==> src/inc/crx_pkg.sv <==
// How it works
// - Error passive entry posts warning code 3ff6200B
// - Counter above 255 enters bus off, halts
// - Bus off makes reads return BFF6200B
// - Missing ack counts up, never bus off
// - Type field; type 0 data frame
// - Identifier standard 11-bit unless extended flagged
// - Type 1 remote: count is DLC, no data
// - Type 2 only if logging on, passive
// - Type 2 ident encodes severity and cause
// - Clearing problems emits ident 0000000B record
package crx_pkg;
  localparam logic [31:0] TYPE_DATA = 32'h0000_0000;
  localparam logic [31:0] TYPE_REMOTE = 32'h0000_0001;
  localparam logic [31:0] TYPE_COMM = 32'h0000_0002;
  localparam logic [31:0] CODE_OK = 32'h0000_0000;
  localparam logic [31:0] CODE_PASSIVE_WARN = 32'h3FF6_200B;
  localparam logic [31:0] CODE_BUSOFF_ERR = 32'hBFF6_200B;
  localparam logic [31:0] COMM_CLEARED = 32'h0000_000B;
  localparam logic [3:0] SEV_ERROR = 4'h8;
  localparam logic [3:0] SEV_WARN = 4'h4;
  localparam logic [7:0] COMM_LOW = 8'h0B;
  localparam logic [7:0] CAUSE_GENERAL = 8'h00;
  localparam logic [7:0] CAUSE_STUFF = 8'h01;
  localparam logic [7:0] CAUSE_FORMAT = 8'h02;
  localparam logic [7:0] CAUSE_NOACK = 8'h03;
  localparam logic [8:0] TEC_PASSIVE = 9'h080;
  localparam logic [8:0] TEC_BUSOFF = 9'h100;
  localparam logic [8:0] TEC_NOACK_CAP = 9'h080;
  localparam logic [8:0] TEC_ERR_STEP = 9'h008;
  localparam logic [10:0] STD_ID_MASK = 11'h7FF;
  localparam int REC_W = 32 + 32 + 32 + 64;
  localparam logic [0:0] EXT_BIT_POS = 1'h0;
  localparam int EXT_FLAG_BIT = 31;
  typedef enum logic [1:0] {CRX_ACTIVE, CRX_PASSIVE, CRX_BUSOFF} crx_state_t;
endpackage : crx_pkg

==> src/rtl/crx_buf2.sv <==
`timescale 1ns/10ps
// Two-entry buffer; full throughput with a registered ready
module crx_buf2 #(
  parameter int W = 160
) (
  input wire logic clk,
  input wire logic rst_n,
  input wire logic in_valid,
  output logic in_ready,
  input wire logic [W-1:0] in_data,
  output logic out_valid,
  input wire logic out_ready,
  output logic [W-1:0] out_data
);
  logic [W-1:0] mem_reg [0:1];
  logic wr_ptr_reg;
  logic rd_ptr_reg;
  logic [1:0] count_reg;
  logic do_wr;
  logic do_rd;

  assign do_wr = in_valid && in_ready;
  assign do_rd = out_valid && out_ready;
  assign in_ready = (count_reg != 2'h2);
  assign out_valid = (count_reg != 2'h0);
  assign out_data = mem_reg[rd_ptr_reg];

  // Storage and pointers
  always_ff @(posedge clk or negedge rst_n) begin
    if (!rst_n) begin
      mem_reg[0] <= '0;
      mem_reg[1] <= '0;
      wr_ptr_reg <= 1'b0;
      rd_ptr_reg <= 1'b0;
      count_reg <= 2'h0;
    end else begin
      if (do_wr) begin
        mem_reg[wr_ptr_reg] <= in_data;
        wr_ptr_reg <= ~wr_ptr_reg;
      end
      if (do_rd) begin
        rd_ptr_reg <= ~rd_ptr_reg;
      end
      count_reg <= count_reg + {1'b0, do_wr} - {1'b0, do_rd};
    end
  end

  // A third word would overwrite one that the reader has not taken yet
  property p_no_overfill;
    @(posedge clk) disable iff (!rst_n)
    count_reg <= 2'h2;
  endproperty
  a_no_overfill: assert property (p_no_overfill) else $error("buffer overfilled");
endmodule : crx_buf2

==> src/rtl/crx_top.sv <==
`timescale 1ns/10ps
// Receive record builder and fault-confinement tracker
module crx_top
  import crx_pkg::*;
(
  input wire logic REF_CLK,
  input wire logic RESETN,
  // Received frame strobe from the protocol engine (same clock)
  input wire logic RX_STB,
  input wire logic RX_REMOTE,
  input wire logic RX_EXT,
  input wire logic [28:0] RX_ID,
  input wire logic [3:0] RX_DLC,
  input wire logic [63:0] RX_DATA,
  // Transmit outcome pulses
  input wire logic TX_NOACK,
  input wire logic TX_ERR,
  input wire logic TX_OK,
  // Communication problem pulses
  input wire logic COMM_EVT,
  input wire logic COMM_IS_ERR,
  input wire logic [7:0] COMM_CAUSE,
  input wire logic COMM_CLEAR,
  // Logging enable from a pin
  input wire logic LOG_COMM_PIN,
  // Record output stream
  output logic REC_VALID,
  input wire logic REC_READY,
  output logic [31:0] REC_TYPE,
  output logic [31:0] REC_IDENT,
  output logic [31:0] REC_COUNT,
  output logic [63:0] REC_DATA,
  output logic [31:0] READ_STATUS,
  output logic BUS_HALT,
  output logic [8:0] TEC,
  output logic RX_LOST
);
  ////////////////////////////////////////////////////////////////////////////
  // Synchroniser for the pin input
  logic log_meta_reg;
  logic log_sync_reg;
  always_ff @(posedge REF_CLK or negedge RESETN) begin
    if (!RESETN) begin
      log_meta_reg <= 1'b0;
      log_sync_reg <= 1'b0;
    end else begin
      log_meta_reg <= LOG_COMM_PIN;
      log_sync_reg <= log_meta_reg;
    end
  end

  ////////////////////////////////////////////////////////////////////////////
  // Fault confinement
  crx_state_t state_reg;
  logic [8:0] tec_reg;
  logic [8:0] tec_next;
  logic halted;
  assign halted = (state_reg == CRX_BUSOFF);

  // Counter update; a missing ack stops counting at the passive limit
  always_comb begin
    tec_next = tec_reg;
    if (!halted) begin
      if (TX_ERR) begin
        tec_next = tec_reg + TEC_ERR_STEP;
      end else if (TX_NOACK) begin
        if (tec_reg < TEC_NOACK_CAP) begin
          tec_next = tec_reg + 9'h001;
        end
      end else if (TX_OK && tec_reg != 9'h000) begin
        tec_next = tec_reg - 9'h001;
      end
      if (TX_ERR && tec_reg >= (TEC_BUSOFF - TEC_ERR_STEP)) begin
        tec_next = TEC_BUSOFF; // Saturate at bus off, no wrap
      end
    end
  end

  always_ff @(posedge REF_CLK or negedge RESETN) begin
    if (!RESETN) begin
      tec_reg <= 9'h000;
    end else begin
      tec_reg <= tec_next;
    end
  end

  // State follows the counter; bus off is final until reset
  always_ff @(posedge REF_CLK or negedge RESETN) begin
    if (!RESETN) begin
      state_reg <= CRX_ACTIVE;
    end else begin
      case (state_reg)
        CRX_ACTIVE: begin
          if (tec_next >= TEC_BUSOFF) begin
            state_reg <= CRX_BUSOFF;
          end else if (tec_next >= TEC_PASSIVE) begin
            state_reg <= CRX_PASSIVE;
          end
        end
        CRX_PASSIVE: begin
          if (tec_next >= TEC_BUSOFF) begin
            state_reg <= CRX_BUSOFF;
          end else if (tec_next < TEC_PASSIVE) begin
            state_reg <= CRX_ACTIVE;
          end
        end
        CRX_BUSOFF: state_reg <= CRX_BUSOFF;
        default: state_reg <= CRX_ACTIVE;
      endcase
    end
  end

  ////////////////////////////////////////////////////////////////////////////
  // Read status: warning on passive entry, fatal once bus off
  logic [31:0] status_reg;
  logic enter_passive;
  assign enter_passive = (state_reg == CRX_ACTIVE) && (tec_next >= TEC_PASSIVE)
                         && (tec_next < TEC_BUSOFF);
  always_ff @(posedge REF_CLK or negedge RESETN) begin
    if (!RESETN) begin
      status_reg <= CODE_OK;
    end else if (halted || tec_next >= TEC_BUSOFF) begin
      status_reg <= CODE_BUSOFF_ERR;
    end else if (enter_passive) begin
      status_reg <= CODE_PASSIVE_WARN;
    end else if (REC_VALID && REC_READY && status_reg == CODE_PASSIVE_WARN) begin
      status_reg <= CODE_OK; // Warning is reported by one read only
    end
  end

  ////////////////////////////////////////////////////////////////////////////
  // Record formatting
  function automatic logic [31:0] comm_ident(input logic is_err, input logic [7:0] cause);
    comm_ident = {(is_err ? SEV_ERROR : SEV_WARN), 4'h0, cause, 8'h00, COMM_LOW};
  endfunction : comm_ident

  function automatic logic [31:0] frame_ident(input logic ext, input logic [28:0] id);
    if (ext) begin
      frame_ident = {1'b1, 2'b00, id};
    end else begin
      frame_ident = {21'h0, id[10:0] & STD_ID_MASK};
    end
  endfunction : frame_ident

  logic cand_valid;
  logic [REC_W-1:0] cand_rec;
  logic comm_ok;
  logic in_ready;
  logic problem_reg;
  assign comm_ok = log_sync_reg && (state_reg == CRX_PASSIVE);

  // One source per cycle; state records win over frames in the same cycle
  always_comb begin
    cand_valid = 1'b0;
    cand_rec = '0;
    if (comm_ok && COMM_EVT) begin
      cand_valid = 1'b1;
      cand_rec = {TYPE_COMM, comm_ident(COMM_IS_ERR, COMM_CAUSE), 32'h0, 64'h0};
    end else if (comm_ok && COMM_CLEAR && problem_reg) begin
      cand_valid = 1'b1;
      cand_rec = {TYPE_COMM, COMM_CLEARED, 32'h0, 64'h0};
    end else if (RX_STB && !halted) begin
      cand_valid = 1'b1;
      if (RX_REMOTE) begin
        cand_rec = {TYPE_REMOTE, frame_ident(RX_EXT, RX_ID), 28'h0, RX_DLC, 64'h0};
      end else begin
        cand_rec = {TYPE_DATA, frame_ident(RX_EXT, RX_ID), 28'h0, RX_DLC, RX_DATA};
      end
    end
  end

  // Outstanding problem flag, set wins over clear
  always_ff @(posedge REF_CLK or negedge RESETN) begin
    if (!RESETN) begin
      problem_reg <= 1'b0;
    end else if (comm_ok && COMM_EVT) begin
      problem_reg <= 1'b1;
    end else if (comm_ok && COMM_CLEAR) begin
      problem_reg <= 1'b0;
    end
  end

  // Lost-word flag when buffer is full; sticky until reset
  always_ff @(posedge REF_CLK or negedge RESETN) begin
    if (!RESETN) begin
      RX_LOST <= 1'b0;
    end else if (cand_valid && !in_ready) begin
      RX_LOST <= 1'b1;
    end
  end

  ////////////////////////////////////////////////////////////////////////////
  // Buffer and output registers
  logic buf_valid;
  logic [REC_W-1:0] buf_data;
  logic buf_ready;
  crx_buf2 #(.W(REC_W)) u_buf (
    .clk(REF_CLK),
    .rst_n(RESETN),
    .in_valid(cand_valid),
    .in_ready(in_ready),
    .in_data(cand_rec),
    .out_valid(buf_valid),
    .out_ready(buf_ready),
    .out_data(buf_data)
  );

  // Output stage refills when empty or when the host takes the word
  assign buf_ready = !REC_VALID || REC_READY;
  always_ff @(posedge REF_CLK or negedge RESETN) begin
    if (!RESETN) begin
      REC_VALID <= 1'b0;
      REC_TYPE <= 32'h0;
      REC_IDENT <= 32'h0;
      REC_COUNT <= 32'h0;
      REC_DATA <= 64'h0;
    end else if (buf_ready) begin
      REC_VALID <= buf_valid;
      if (buf_valid) begin
        {REC_TYPE, REC_IDENT, REC_COUNT, REC_DATA} <= buf_data;
      end
    end
  end

  // Mirrors of internal state
  always_ff @(posedge REF_CLK or negedge RESETN) begin
    if (!RESETN) begin
      READ_STATUS <= CODE_OK;
      BUS_HALT <= 1'b0;
      TEC <= 9'h000;
    end else begin
      READ_STATUS <= status_reg;
      BUS_HALT <= halted; // Transmitter must stop while high
      TEC <= tec_reg;
    end
  end

  ////////////////////////////////////////////////////////////////////////////
  // Checks
  property p_busoff_entry;
    @(posedge REF_CLK) disable iff (!RESETN)
    (tec_next >= TEC_BUSOFF) |=> (state_reg == CRX_BUSOFF);
  endproperty
  a_busoff_entry: assert property (p_busoff_entry) else $error("no bus off");

  property p_busoff_status;
    @(posedge REF_CLK) disable iff (!RESETN)
    (state_reg == CRX_BUSOFF) |=> ##1 (READ_STATUS == CODE_BUSOFF_ERR);
  endproperty
  a_busoff_status: assert property (p_busoff_status) else $error("bad fatal code");

  property p_passive_warn;
    @(posedge REF_CLK) disable iff (!RESETN)
    enter_passive |=> (status_reg == CODE_PASSIVE_WARN);
  endproperty
  a_passive_warn: assert property (p_passive_warn) else $error("no passive code");

  property p_noack_safe;
    @(posedge REF_CLK) disable iff (!RESETN)
    (TX_NOACK && !TX_ERR && !halted)
      |=> (!halted && (tec_reg <= TEC_NOACK_CAP || tec_reg == $past(tec_reg)));
  endproperty
  a_noack_safe: assert property (p_noack_safe) else $error("noack overrun");

  // No new record enters the buffer once communication has stopped
  property p_busoff_quiet;
    @(posedge REF_CLK) disable iff (!RESETN)
    halted |-> !cand_valid;
  endproperty
  a_busoff_quiet: assert property (p_busoff_quiet) else $error("record in bus off");

  // The counter saturates exactly at the bus off level
  property p_halt_tec;
    @(posedge REF_CLK) disable iff (!RESETN)
    BUS_HALT |-> (TEC == TEC_BUSOFF);
  endproperty
  a_halt_tec: assert property (p_halt_tec) else $error("bus off counter");

  // A zero severity nibble is only ever the cleared record
  property p_clear_code;
    @(posedge REF_CLK) disable iff (!RESETN)
    (REC_VALID && REC_TYPE == TYPE_COMM && REC_IDENT[31:28] == 4'h0)
      |-> (REC_IDENT == COMM_CLEARED);
  endproperty
  a_clear_code: assert property (p_clear_code) else $error("bad cleared ident");

  property p_comm_gate;
    @(posedge REF_CLK) disable iff (!RESETN)
    (cand_valid && cand_rec[REC_W-1 -: 32] == TYPE_COMM) |-> comm_ok;
  endproperty
  a_comm_gate: assert property (p_comm_gate) else $error("comm record ungated");

  property p_std_id;
    @(posedge REF_CLK) disable iff (!RESETN)
    (RX_STB && !RX_EXT && cand_rec[REC_W-1 -: 32] != TYPE_COMM && cand_valid)
      |-> (cand_rec[127:107] == 21'h0);
  endproperty
  a_std_id: assert property (p_std_id) else $error("std id too wide");

  property p_remote_nodata;
    @(posedge REF_CLK) disable iff (!RESETN)
    (REC_VALID && REC_TYPE == TYPE_REMOTE) |-> (REC_DATA == 64'h0);
  endproperty
  a_remote_nodata: assert property (p_remote_nodata) else $error("remote data");

  property p_comm_low;
    @(posedge REF_CLK) disable iff (!RESETN)
    (REC_VALID && REC_TYPE == TYPE_COMM) |-> (REC_IDENT[7:0] == COMM_LOW);
  endproperty
  a_comm_low: assert property (p_comm_low) else $error("comm ident low byte");

  property p_stall_hold;
    @(posedge REF_CLK) disable iff (!RESETN)
    (REC_VALID && !REC_READY) |=> (REC_VALID && $stable(REC_IDENT));
  endproperty
  a_stall_hold: assert property (p_stall_hold) else $error("record dropped");
endmodule : crx_top

==> config.mk <==
export PLATFORM = sky130hd
export DESIGN_NAME = crx_top
export DESIGN_NICKNAME = d
export VERILOG_FILES = /design/src/inc/crx_pkg.sv /design/src/rtl/crx_buf2.sv /design/src/rtl/crx_top.sv
export SDC_FILE = /design/constraint.sdc
export NUM_CORES = 1
export LEC_CHECK = 0
export BUFFER_PORTS_ARGS = -buffer_cell sky130_fd_sc_hd__buf_4
export CAP_MARGIN = 30
export CORE_UTILIZATION = 55
export DETAILED_ROUTE_END_ITERATION = 8
export HOLD_SLACK_MARGIN = 0.05
export PLACE_DENSITY = 0.77
export SLEW_MARGIN = 25
export SYNTH_ARGS = -nofsm -noshare
export SYNTH_HDL_FRONTEND = slang
export SYNTH_HIERARCHICAL = 1
export SYNTH_SLANG_ARGS = --single-unit
export TNS_END_PERCENT = 5
==> constraint.sdc <==
create_clock -name REF_CLK -period 2.36 [get_ports REF_CLK]
set_input_delay 0.472 -clock REF_CLK [delete_from_list [all_inputs] [get_ports REF_CLK]]
set_output_delay 0.472 -clock REF_CLK [all_outputs]
set_load 0.01 [all_outputs]
==> impl_metrics.ini, run 1 <==
[run_status]
status = completed

[routing]
via_count = 13300
viasPerCell = 5.29
wire_per_inst_um = 19.4
drt_wl_total_um = 48900
dr.pass1.iters = 5
ant_nets = 0
post-route-drc-count = 0
drtIter0Drc = 647

[global_routing]
grt_usage_pct = 23.2
gr-total-overflow = 0
antenna_found_initial = 0
grt_pass1_wl_um = 79900
grt_max_degree = 69
grt_pass1_vias = 14500

[die]
io_pins = 322
core_um2 = 41200
die_area_um2 = 43000
dieHeight_um = 207
rows = 74
start_util_pct = 56.3
die_w_um = 207

[critical_path]
reg2regPathDepth = 7
required_ps = 2820
crit_path_end_kind = register
worst_setup_path_start_kind = register
crit_path_cell_trace = inv_1, ha_1, nor4b_2, nand2_1, a2111oi_0, or2_1, o311ai_1
cpPeakStageDelay_ps = 620
setup.worst_path.class = register to register
critPathMaxFanout = 3
crit_path_top_delay_cell = a2111oi_0
cp_data_arrival_time_ps = 2650

[place]
gp_congestion = 0.873
hpwl_um = 32800
io_buffer_count = 306

[clock_tree]
cts-buffers-inserted = 53
h-tree-depth = 2
hold_buffers = 2
cts_tree = built
clock_sinks = 514
clk_pin_slew_worst_paths_ps = 60
cts_resized = 0
cts_setup_buffers = 0
cts_max_path_buffers = 3
cts-root-buf = clkbuf_16
insertion_delay_ps = 600

[pwr]
p_sw_mw = 3.76
peakVddDrop_v = 0.000471
p_leak_nw = 14.8
total_power_mw = 17.9
p_comb_share_pct = 2.6
pwr_density_cell_nw_per_um2 = 627
clkPwrFrac_pct = 48.2
internal-power_mw = 14.2
p_sw_share_pct = 21.0
pwr-share-seq_pct = 49.2

[final_layout]
area_delta_synth_final_pct = 23.5
num_antenna_cells = 0
num-nets-final = 2070
fillers = 2771
largest_reg_flops = 320
seqCellArea_um2 = 12900
drive_gt1_share_pct = 56.4
multiInputGateArea_um2 = 9990

[synthesis]
ys_ff_latch = 514
synth_area_leaders = dfrtp_1, mux2_2, mux2_4
synth_flop_cell = dfrtp_1
ys_types = 58
synth_common_cells = dfrtp_1, mux2_2, mux2_4
async_flop_share_pct = 100
syn-cell-area_um2 = 23200
synth_edf_count = 0
syn_inst = 1502
seq_area_frac_synth_pct = 55.5
syn_area_per_cell_um2 = 15.4
yosysMostFrequentCell = dfrtp_1
synth_top_area_share_pct = 55.5
ys_warn_count = 6
synth_top_cell_by_area = dfrtp_1

[worst_hold_path]
holdCritPathClass = primary input to register
worstHoldPathCells = 3

[sta]
finalSetupViolCount = 0
fin_crit_sh_pct = 93.0
relSlewSlack_pct = 54.2
worstMarginPinSlew_ps = 670
hold_viol_final = 0
fmax_ghz = 0.455
fin_tns_setup_ps = 0
rsz0062_at_grt = false
fin_skew_ps = 21.5
slew_violations = 0
min_period_ps = 2200

[job]
max-cap-violations = 0
kinds of logic after synthesis:
group,Yosys count,share of synthesized area (%)
and+or+nand+nor,158,4.19
AOI/OAI and AO/OA,42,1.44
adders and majority gates,8,0.432
xor gates and xnor gates,5,0.189
DFF,514,55.5
buffers and inverters,128,3.68
other,1,0.0162
muxes,646,34.6
area by class of cell:
class                   instances  share of cell area (%)
well taps                     532                    2.33
clock buffers                  67                    5.13
repair buffers                373                    11.4
flip-flops and latches        514                    44.9
inverters                      10                   0.131
clock inverters                29                    1.23
multi-input cells             992                    34.9
power by group through the flow:
stage | clock [mW] | combinational [mW] | sequential [mW]
after CTS | 8.87 | 0.483 | 8.82
final | 8.64 | 0.475 | 8.82
after global placement | 0 | 0.474 | 8.98
after floorplan | 0 | 0.0754 | 8.99
after global routing | 9.19 | 0.540 | 8.82
after detailed placement | 0 | 0.477 | 8.98
per-stage QoR:
step	utilization [%]	std cells	hold WS [ps]	setup slack (ps)	cell area (um^2)
floorplan	-	1634	176	231	23700
global placement	65.0	2419	343	99.6	26800
finish	69.5	2517	173	164	28600
detailed placement	65.0	2419	335	58.8	26800
global route	69.5	2517	171	31.8	28600
CTS	69.5	2517	136	168	28600
cell usage in the layout (no fill, tap or decap), types with 4 or more instances in the layout:
cell type,netlist,layout
bufinv_16,0,7
nand2b_1,6,6
and3_1,13,12
ha_1,8,8
conb_1,1,133
clkinv_2,0,17
o21ai_0,6,6
o21a_1,4,4
and2_1,81,81
nand4_1,4,4
clkbuf_1,15,5
nor3_1,6,6
clkbuf_16,0,53
clkbuf_8,0,9
nor2_1,12,12
buf_4,30,335
nand2_1,14,13
inv_1,9,9
a22o_1,8,8
mux2i_1,5,5
buf_12,1,35
mux2_4,200,200
dfrtp_1,514,513
mux2_2,441,441
xnor2_1,4,4
path summary, 6_finish.rpt:
check                           slack (ps)                              to                    from
worst max-delay path                   160      status_reg[29]$_DFFE_PN0P_    tec_reg[0]$_DFF_PN0_
worst min-delay path                   170         problem_reg$_DFFE_PN0P_              COMM_CLEAR
worst max register to register         160      status_reg[29]$_DFFE_PN0P_    tec_reg[0]$_DFF_PN0_
worst min register to register         350          log_sync_reg$_DFF_PN0_  log_meta_reg$_DFF_PN0_
max in group asynchronous             1140   u_buf/mem_reg[58]$_DFFE_PN0P_                  RESETN
min in group asynchronous              370  u_buf/mem_reg[134]$_DFFE_PN0P_                  RESETN
worst max-delay path, delay by kind of cell (launching register included):
family | cells | cell delay (ps)
AOI/OAI and AO/OA | 2 | 710
buffers and inverters | 1 | 120
adders and majority gates | 1 | 220
and+or+nand+nor | 3 | 650
DFF | 1 | 370
routing by layer:
layer  track usage (%)  routed length, um
met1              32.2              22200
met2              36.9              23000
met3              5.11               2600
met4              6.61               1150
met5                 0                  0
(Power assumes the default switching activity.)
==> run 2, diff against run 1 <==
--- a/config.mk
+++ b/config.mk
@@ -5,8 +5,8 @@
 export SDC_FILE = /design/constraint.sdc
 export NUM_CORES = 1
 export LEC_CHECK = 0
-export BUFFER_PORTS_ARGS = -buffer_cell sky130_fd_sc_hd__buf_4
-export CAP_MARGIN = 30
+export BUFFER_PORTS_ARGS = -buffer_cell sky130_fd_sc_hd__buf_2
+export CAP_MARGIN = 20
 export CORE_UTILIZATION = 55
 export DETAILED_ROUTE_END_ITERATION = 8
 export HOLD_SLACK_MARGIN = 0.05
==> run 2 against run 1 <==
  * Total power decreased by 0.71%
  * Routed wire length decreased by 0.34%
  * Sequential power about the same
  * Cell count increased by 0.12%
  * Hold slack improved by 21 ps
  * Die area unchanged
  * Non-clock buffer count increased by 5
  * Critical endpoint is now u_buf/mem_reg[303]$_DFFE_PN0P_
  * Highest routed layer is now met5
==> impl_metrics.ini, run 2 (synthesized netlist as in run 1, its figures left out) <==
[place]
gp_congestion = 0.851
dp_cells = 2424
placed_area_um2 = 26100
io_buffer_count = 306
hpwl_um = 32200

[clock_tree]
cts_setup_buffers = 0
clk_pin_slew_worst_paths_ps = 60
cts_tree = built
cts_resized = 0
cts-root-buf = clkbuf_16
cts-buffers-inserted = 52
clock_sinks = 514
cts_max_path_buffers = 3
insertion_delay_ps = 590
h-tree-depth = 2

[global_routing]
antenna_found_initial = 3
grt_pass1_wl_um = 80500
grt_max_degree = 88
grt_pass1_vias = 14700
gr-total-overflow = 0
grt_usage_pct = 23.3

[final_layout]
stdcell_count = 2520
drive_gt1_share_pct = 56.2
final_util_pct = 67.7
seqCellArea_um2 = 12900
final_common_cell = dfrtp_1
final_area_um2 = 27900
largest_reg_flops = 320
num-nets-final = 2074
fillers = 2895
num_antenna_cells = 0
mostFrequentLayoutCells = dfrtp_1, mux2_2, buf_2, mux2_4, conb_1
multiInputGateArea_um2 = 9990
area_delta_synth_final_pct = 20.3

[critical_path]
r2r_end = u_buf/mem_reg[303]$_DFFE_PN0P_
crit_path_end_kind = register
worst_setup_path_start_kind = register
setup.worst_path.class = register to register
crit_path_cell_trace = nand2_1, nor3_2, nand2b_1, and3b_4, buf_12, buf_4, mux2_4
reg2reg_from = state_reg[0]$_DFFE_PN0P_
critPathMaxFanout = 21
cp_top_family = simple AND/OR/NAND/NOR gates
cpPeakStageDelay_ps = 410
crit_path_top_delay_cell = dfrtp_1
reg2regPathDepth = 7
rrSetupSlack_ps = 170
required_ps = 2830
cp_data_arrival_time_ps = 2650
critPathBufInv = 2

[routing]
post-route-drc-count = 0
wire_per_inst_um = 19.3
dr.pass1.iters = 4
ant_nets = 0
viasPerCell = 5.26
drtIter0Drc = 732
via_count = 13200
drt_wl_total_um = 48800

[pwr]
peakVddDrop_v = 0.000531
p_leak_nw = 14.7
pwr_density_cell_nw_per_um2 = 639

[die]
io_pins = 322
rows = 74
core_um2 = 41200
start_util_pct = 56.3
die_area_um2 = 43000
dieHeight_um = 207
die_w_um = 207

[worst_hold_path]
hold_path_startpoint = COMM_CLEAR
hold_end = problem_reg$_DFFE_PN0P_
holdCritPathClass = primary input to register
worstHoldPathCells = 3

[sta]
worstMarginPinSlew_ps = 597
rsz0062_at_grt = false
relSlewSlack_pct = 59.2
hold_viol_final = 0
min_period_ps = 2190
fin_skew_ps = 17.1
fin_crit_sh_pct = 92.7
finalSetupViolCount = 0
slew_violations = 0
fin_tns_setup_ps = 0
fmax_ghz = 0.457

[job]
max-cap-violations = 0

[run_status]
status = completed
==> run 2: final cells by class <==
| type | instances | share of cell area, % |
|---|---|---|
| clock buffers | 79 | 5.64 |
| clock inverters | 15 | 0.834 |
| inverters | 10 | 0.135 |
| multi-input cells | 992 | 35.8 |
| flip-flops and latches | 514 | 46.1 |
| well taps | 532 | 2.39 |
| repair buffers | 378 | 9.05 |
==> run 2: power by group <==
group | switching, mW | internal (mW)
Combinational | 0.268 | 0.115
Clock | 3.37 | 5.24
Sequential | 0.00362 | 8.82
==> run 2: how the worst max path moves through the flow <==
stage / startpoint / to / slack [ps] / cells past startpoint
after floorplan: state_reg[1]$_DFFE_PN0P_ / u_buf/mem_reg[208]$_DFFE_PN0P_ / 230 / 8
after global placement: COMM_CLEAR / u_buf/mem_reg[294]$_DFFE_PN0P_ / 130 / 8
after detailed placement: COMM_CLEAR / u_buf/mem_reg[172]$_DFFE_PN0P_ / 50 / 8
after CTS: state_reg[0]$_DFFE_PN0P_ / u_buf/mem_reg[303]$_DFFE_PN0P_ / 140 / 7
after global routing: tec_reg[4]$_DFF_PN0_ / tec_reg[7]$_DFF_PN0_ / 10 / 7
final: state_reg[0]$_DFFE_PN0P_ / u_buf/mem_reg[303]$_DFFE_PN0P_ / 170 / 7
==> run 2: timing repair <==
item / CTS / global route
setup endpoints to repair: 0 / 0
hold buffers: 2 / 0
endpoints found under the hold margin: 47 / 0
==> run 2: metrics by stage <==
stage               hold WS [ps]  setup WS (ps)  total power, mW
CTS                          153            143             18.0
global placement             346            125             9.36
global route                 179           9.71             18.4
floorplan                    176            231             9.06
finish                       194            173             17.8
detailed placement           362           51.5             9.37
==> run 2: tightest hold or removal path, stage by stage <==
cell and delay [ps]:
buf_2 100, nand2_1 50, a21o_1 110
==> run 2: per-layer routing <==
| metal | vias up | global-route usage (%) | routed length (um) |
|---|---|---|---|
| li1 | 6039 | - | - |
| met1 | 6830 | 31.5 | 21500 |
| met2 | 304 | 37.8 | 23700 |
| met3 | 69 | 5.20 | 2610 |
| met4 | 6 | 6.46 | 891 |
| met5 | - | 0 | 37 |
==> run 3, diff against run 2 <==
--- a/config.mk
+++ b/config.mk
@@ -8,6 +8,7 @@
 export BUFFER_PORTS_ARGS = -buffer_cell sky130_fd_sc_hd__buf_2
 export CAP_MARGIN = 20
 export CORE_UTILIZATION = 55
+export CTS_BUF_LIST = sky130_fd_sc_hd__clkbuf_4 sky130_fd_sc_hd__clkbuf_8
 export DETAILED_ROUTE_END_ITERATION = 8
 export HOLD_SLACK_MARGIN = 0.05
 export PLACE_DENSITY = 0.77
==> run 3 against run 2 <==
  * Total power down 3.0%
  * Sequential power about the same
  * Sequential share of layout area up 0.058 points
  * Routed wire length down 1.2%
  * Maximum frequency down 0.94%
  * Global-route usage down 0.22 points
  * Sequential cell count unchanged
  * Cell area down 0.13%
  * Die area unchanged
==> impl_metrics.ini, run 3 (synthesized netlist as in run 1, its figures left out) <==
[routing]
post-route-drc-count = 0
dr.pass1.iters = 5
drtIter0Drc = 632
wire_per_inst_um = 18.7
viasPerCell = 5.22
via_count = 13400
drt_wl_total_um = 48200
ant_nets = 0

[clock_tree]
clk_pin_slew_worst_paths_ps = 60
insertion_delay_ps = 650
cts-buffers-inserted = 85
cts_tree = built
cts_setup_buffers = 0
clock_sinks = 514
cts-root-buf = clkbuf_8
h-tree-depth = 3
cts_max_path_buffers = 3

[place]
gp_congestion = 0.851
io_buffer_count = 306
hpwl_um = 32200

[global_routing]
grt_pass1_wl_um = 79300
grt_usage_pct = 23.0
grt_max_degree = 88
grt_pass1_vias = 14700
antenna_found_initial = 3
gr-total-overflow = 0

[critical_path]
cp_data_arrival_time_ps = 2710
required_ps = 2860
worst_setup_path_start_kind = register
critPathMaxFanout = 11
setup.worst_path.class = register to register
reg2reg_from = tec_reg[3]$_DFF_PN0_
r2r_end = status_reg[29]$_DFFE_PN0P_
critPathCapture = status_reg[29]$_DFFE_PN0P_
crit_start = tec_reg[3]$_DFF_PN0_
rrSetupSlack_ps = 150
crit_path_end_kind = register
reg2regPathDepth = 7

[pwr]
p_sw_mw = 3.67
peakVddDrop_v = 0.000655
clkPwrFrac_pct = 46.7
total_power_mw = 17.3
pwr-share-seq_pct = 51.1
p_leak_nw = 14.8
p_comb_share_pct = 2.2
pwr_density_cell_nw_per_um2 = 620
internal-power_mw = 13.6
p_sw_share_pct = 21.3

[final_layout]
drive_gt1_share_pct = 57.8
largest_reg_flops = 320
mostFrequentLayoutCells = dfrtp_1, mux2_2, buf_2, mux2_4, conb_1
num-nets-final = 2107
multiInputGateArea_um2 = 9990
area_delta_synth_final_pct = 20.1
fillers = 2903
seqCellArea_um2 = 12900
num_antenna_cells = 0
final_common_cell = dfrtp_1

[die]
die_w_um = 207
io_pins = 322
start_util_pct = 56.3
dieHeight_um = 207
rows = 74
core_um2 = 41200
die_area_um2 = 43000

[sta]
fin_skew_ps = 27.0
fin_crit_sh_pct = 93.5
hold_viol_final = 0
fin_tns_setup_ps = 0
rsz0062_at_grt = false
worstMarginPinSlew_ps = 615
finalSetupViolCount = 0
slew_violations = 0
relSlewSlack_pct = 57.9
min_period_ps = 2210
fmax_ghz = 0.453

[job]
max-cap-violations = 0

[run_status]
status = completed

[worst_hold_path]
holdCritPathClass = primary input to register
==> run 3: worst min-delay path by stage <==
stage / startpoint / end / slack, ps / depth (start not counted)
3_3_place_gp: log_meta_reg$_DFF_PN0_ / log_sync_reg$_DFF_PN0_ / 350 / 0
3_5_place_dp: status_reg[29]$_DFFE_PN0P_ / READ_STATUS[29]$_DFF_PN0_ / 360 / 0
2_1_floorplan: RESETN / BUS_HALT$_DFF_PN0_ / 180 / 0
5_1_grt: COMM_CLEAR / problem_reg$_DFFE_PN0P_ / 90 / 3
4_1_cts: COMM_CLEAR / problem_reg$_DFFE_PN0P_ / 60 / 3
6_report: COMM_CLEAR / problem_reg$_DFFE_PN0P_ / 130 / 3
==> run 3: metal layers <==
metal / wire length, um / share of wire [%] / GRT usage [%] / up-vias
met5: 41 / 0.085 / 0 / -
met2: 23000 / 48 / 36.6 / 339
li1: - / - / - / 6122
met1: 21500 / 45 / 31.0 / 6869
met3: 2640 / 5.5 / 5.93 / 84
met4: 1030 / 2.1 / 7.49 / 6
==> run 3: final cells by class <==
type,instances,share of cell area [%]
Clock buffer,141,6.18
Clock inverter,5,0.180
Tap cell,532,2.39
Inverter,10,0.135
Timing Repair Buffer,378,9.06
Multi-Input combinational cell,992,35.9
Sequential cell,514,46.2
==> run 3: repair_timing <==
| action | CTS | global route |
|---|---|---|
| hold endpoints to repair | 47 | 0 |
| hold buffers | 2 | 0 |
| gates resized for setup | 0 | 0 |
==> run 3: through the flow <==
stage	std cells	util [%]	cell area (um^2)	hold WS [ps]	worst slack (ps)
floorplan	1634	-	23700	176	231
global placement	2424	63.3	26100	346	125
detailed placement	2424	63.3	26100	362	51.5
CTS	2572	67.6	27900	61.2	143
global route	2572	67.6	27900	89.6	16.4
finish	2572	67.6	27900	127	152
==> run 3: worst max-delay path, cell delays in order (launching register included) <==
cell	delay (ps)
dfrtp_1	500
inv_1	140
ha_1	160
o31ai_1	110
and3_1	190
a2111oi_0	600
or2_1	260
o311ai_1	110
==> run 3: power by group through the flow <==
| stage | clock network (mW) | registers [mW] | logic, mW |
|---|---|---|---|
| 4_1_cts | 8.29 | 8.83 | 0.390 |
| 3_3_place_gp | 0 | 8.98 | 0.379 |
| 3_5_place_dp | 0 | 8.98 | 0.386 |
| 5_1_grt | 8.66 | 8.82 | 0.442 |
| 2_1_floorplan | 0 | 8.99 | 0.0754 |
| 6_report | 8.06 | 8.83 | 0.382 |
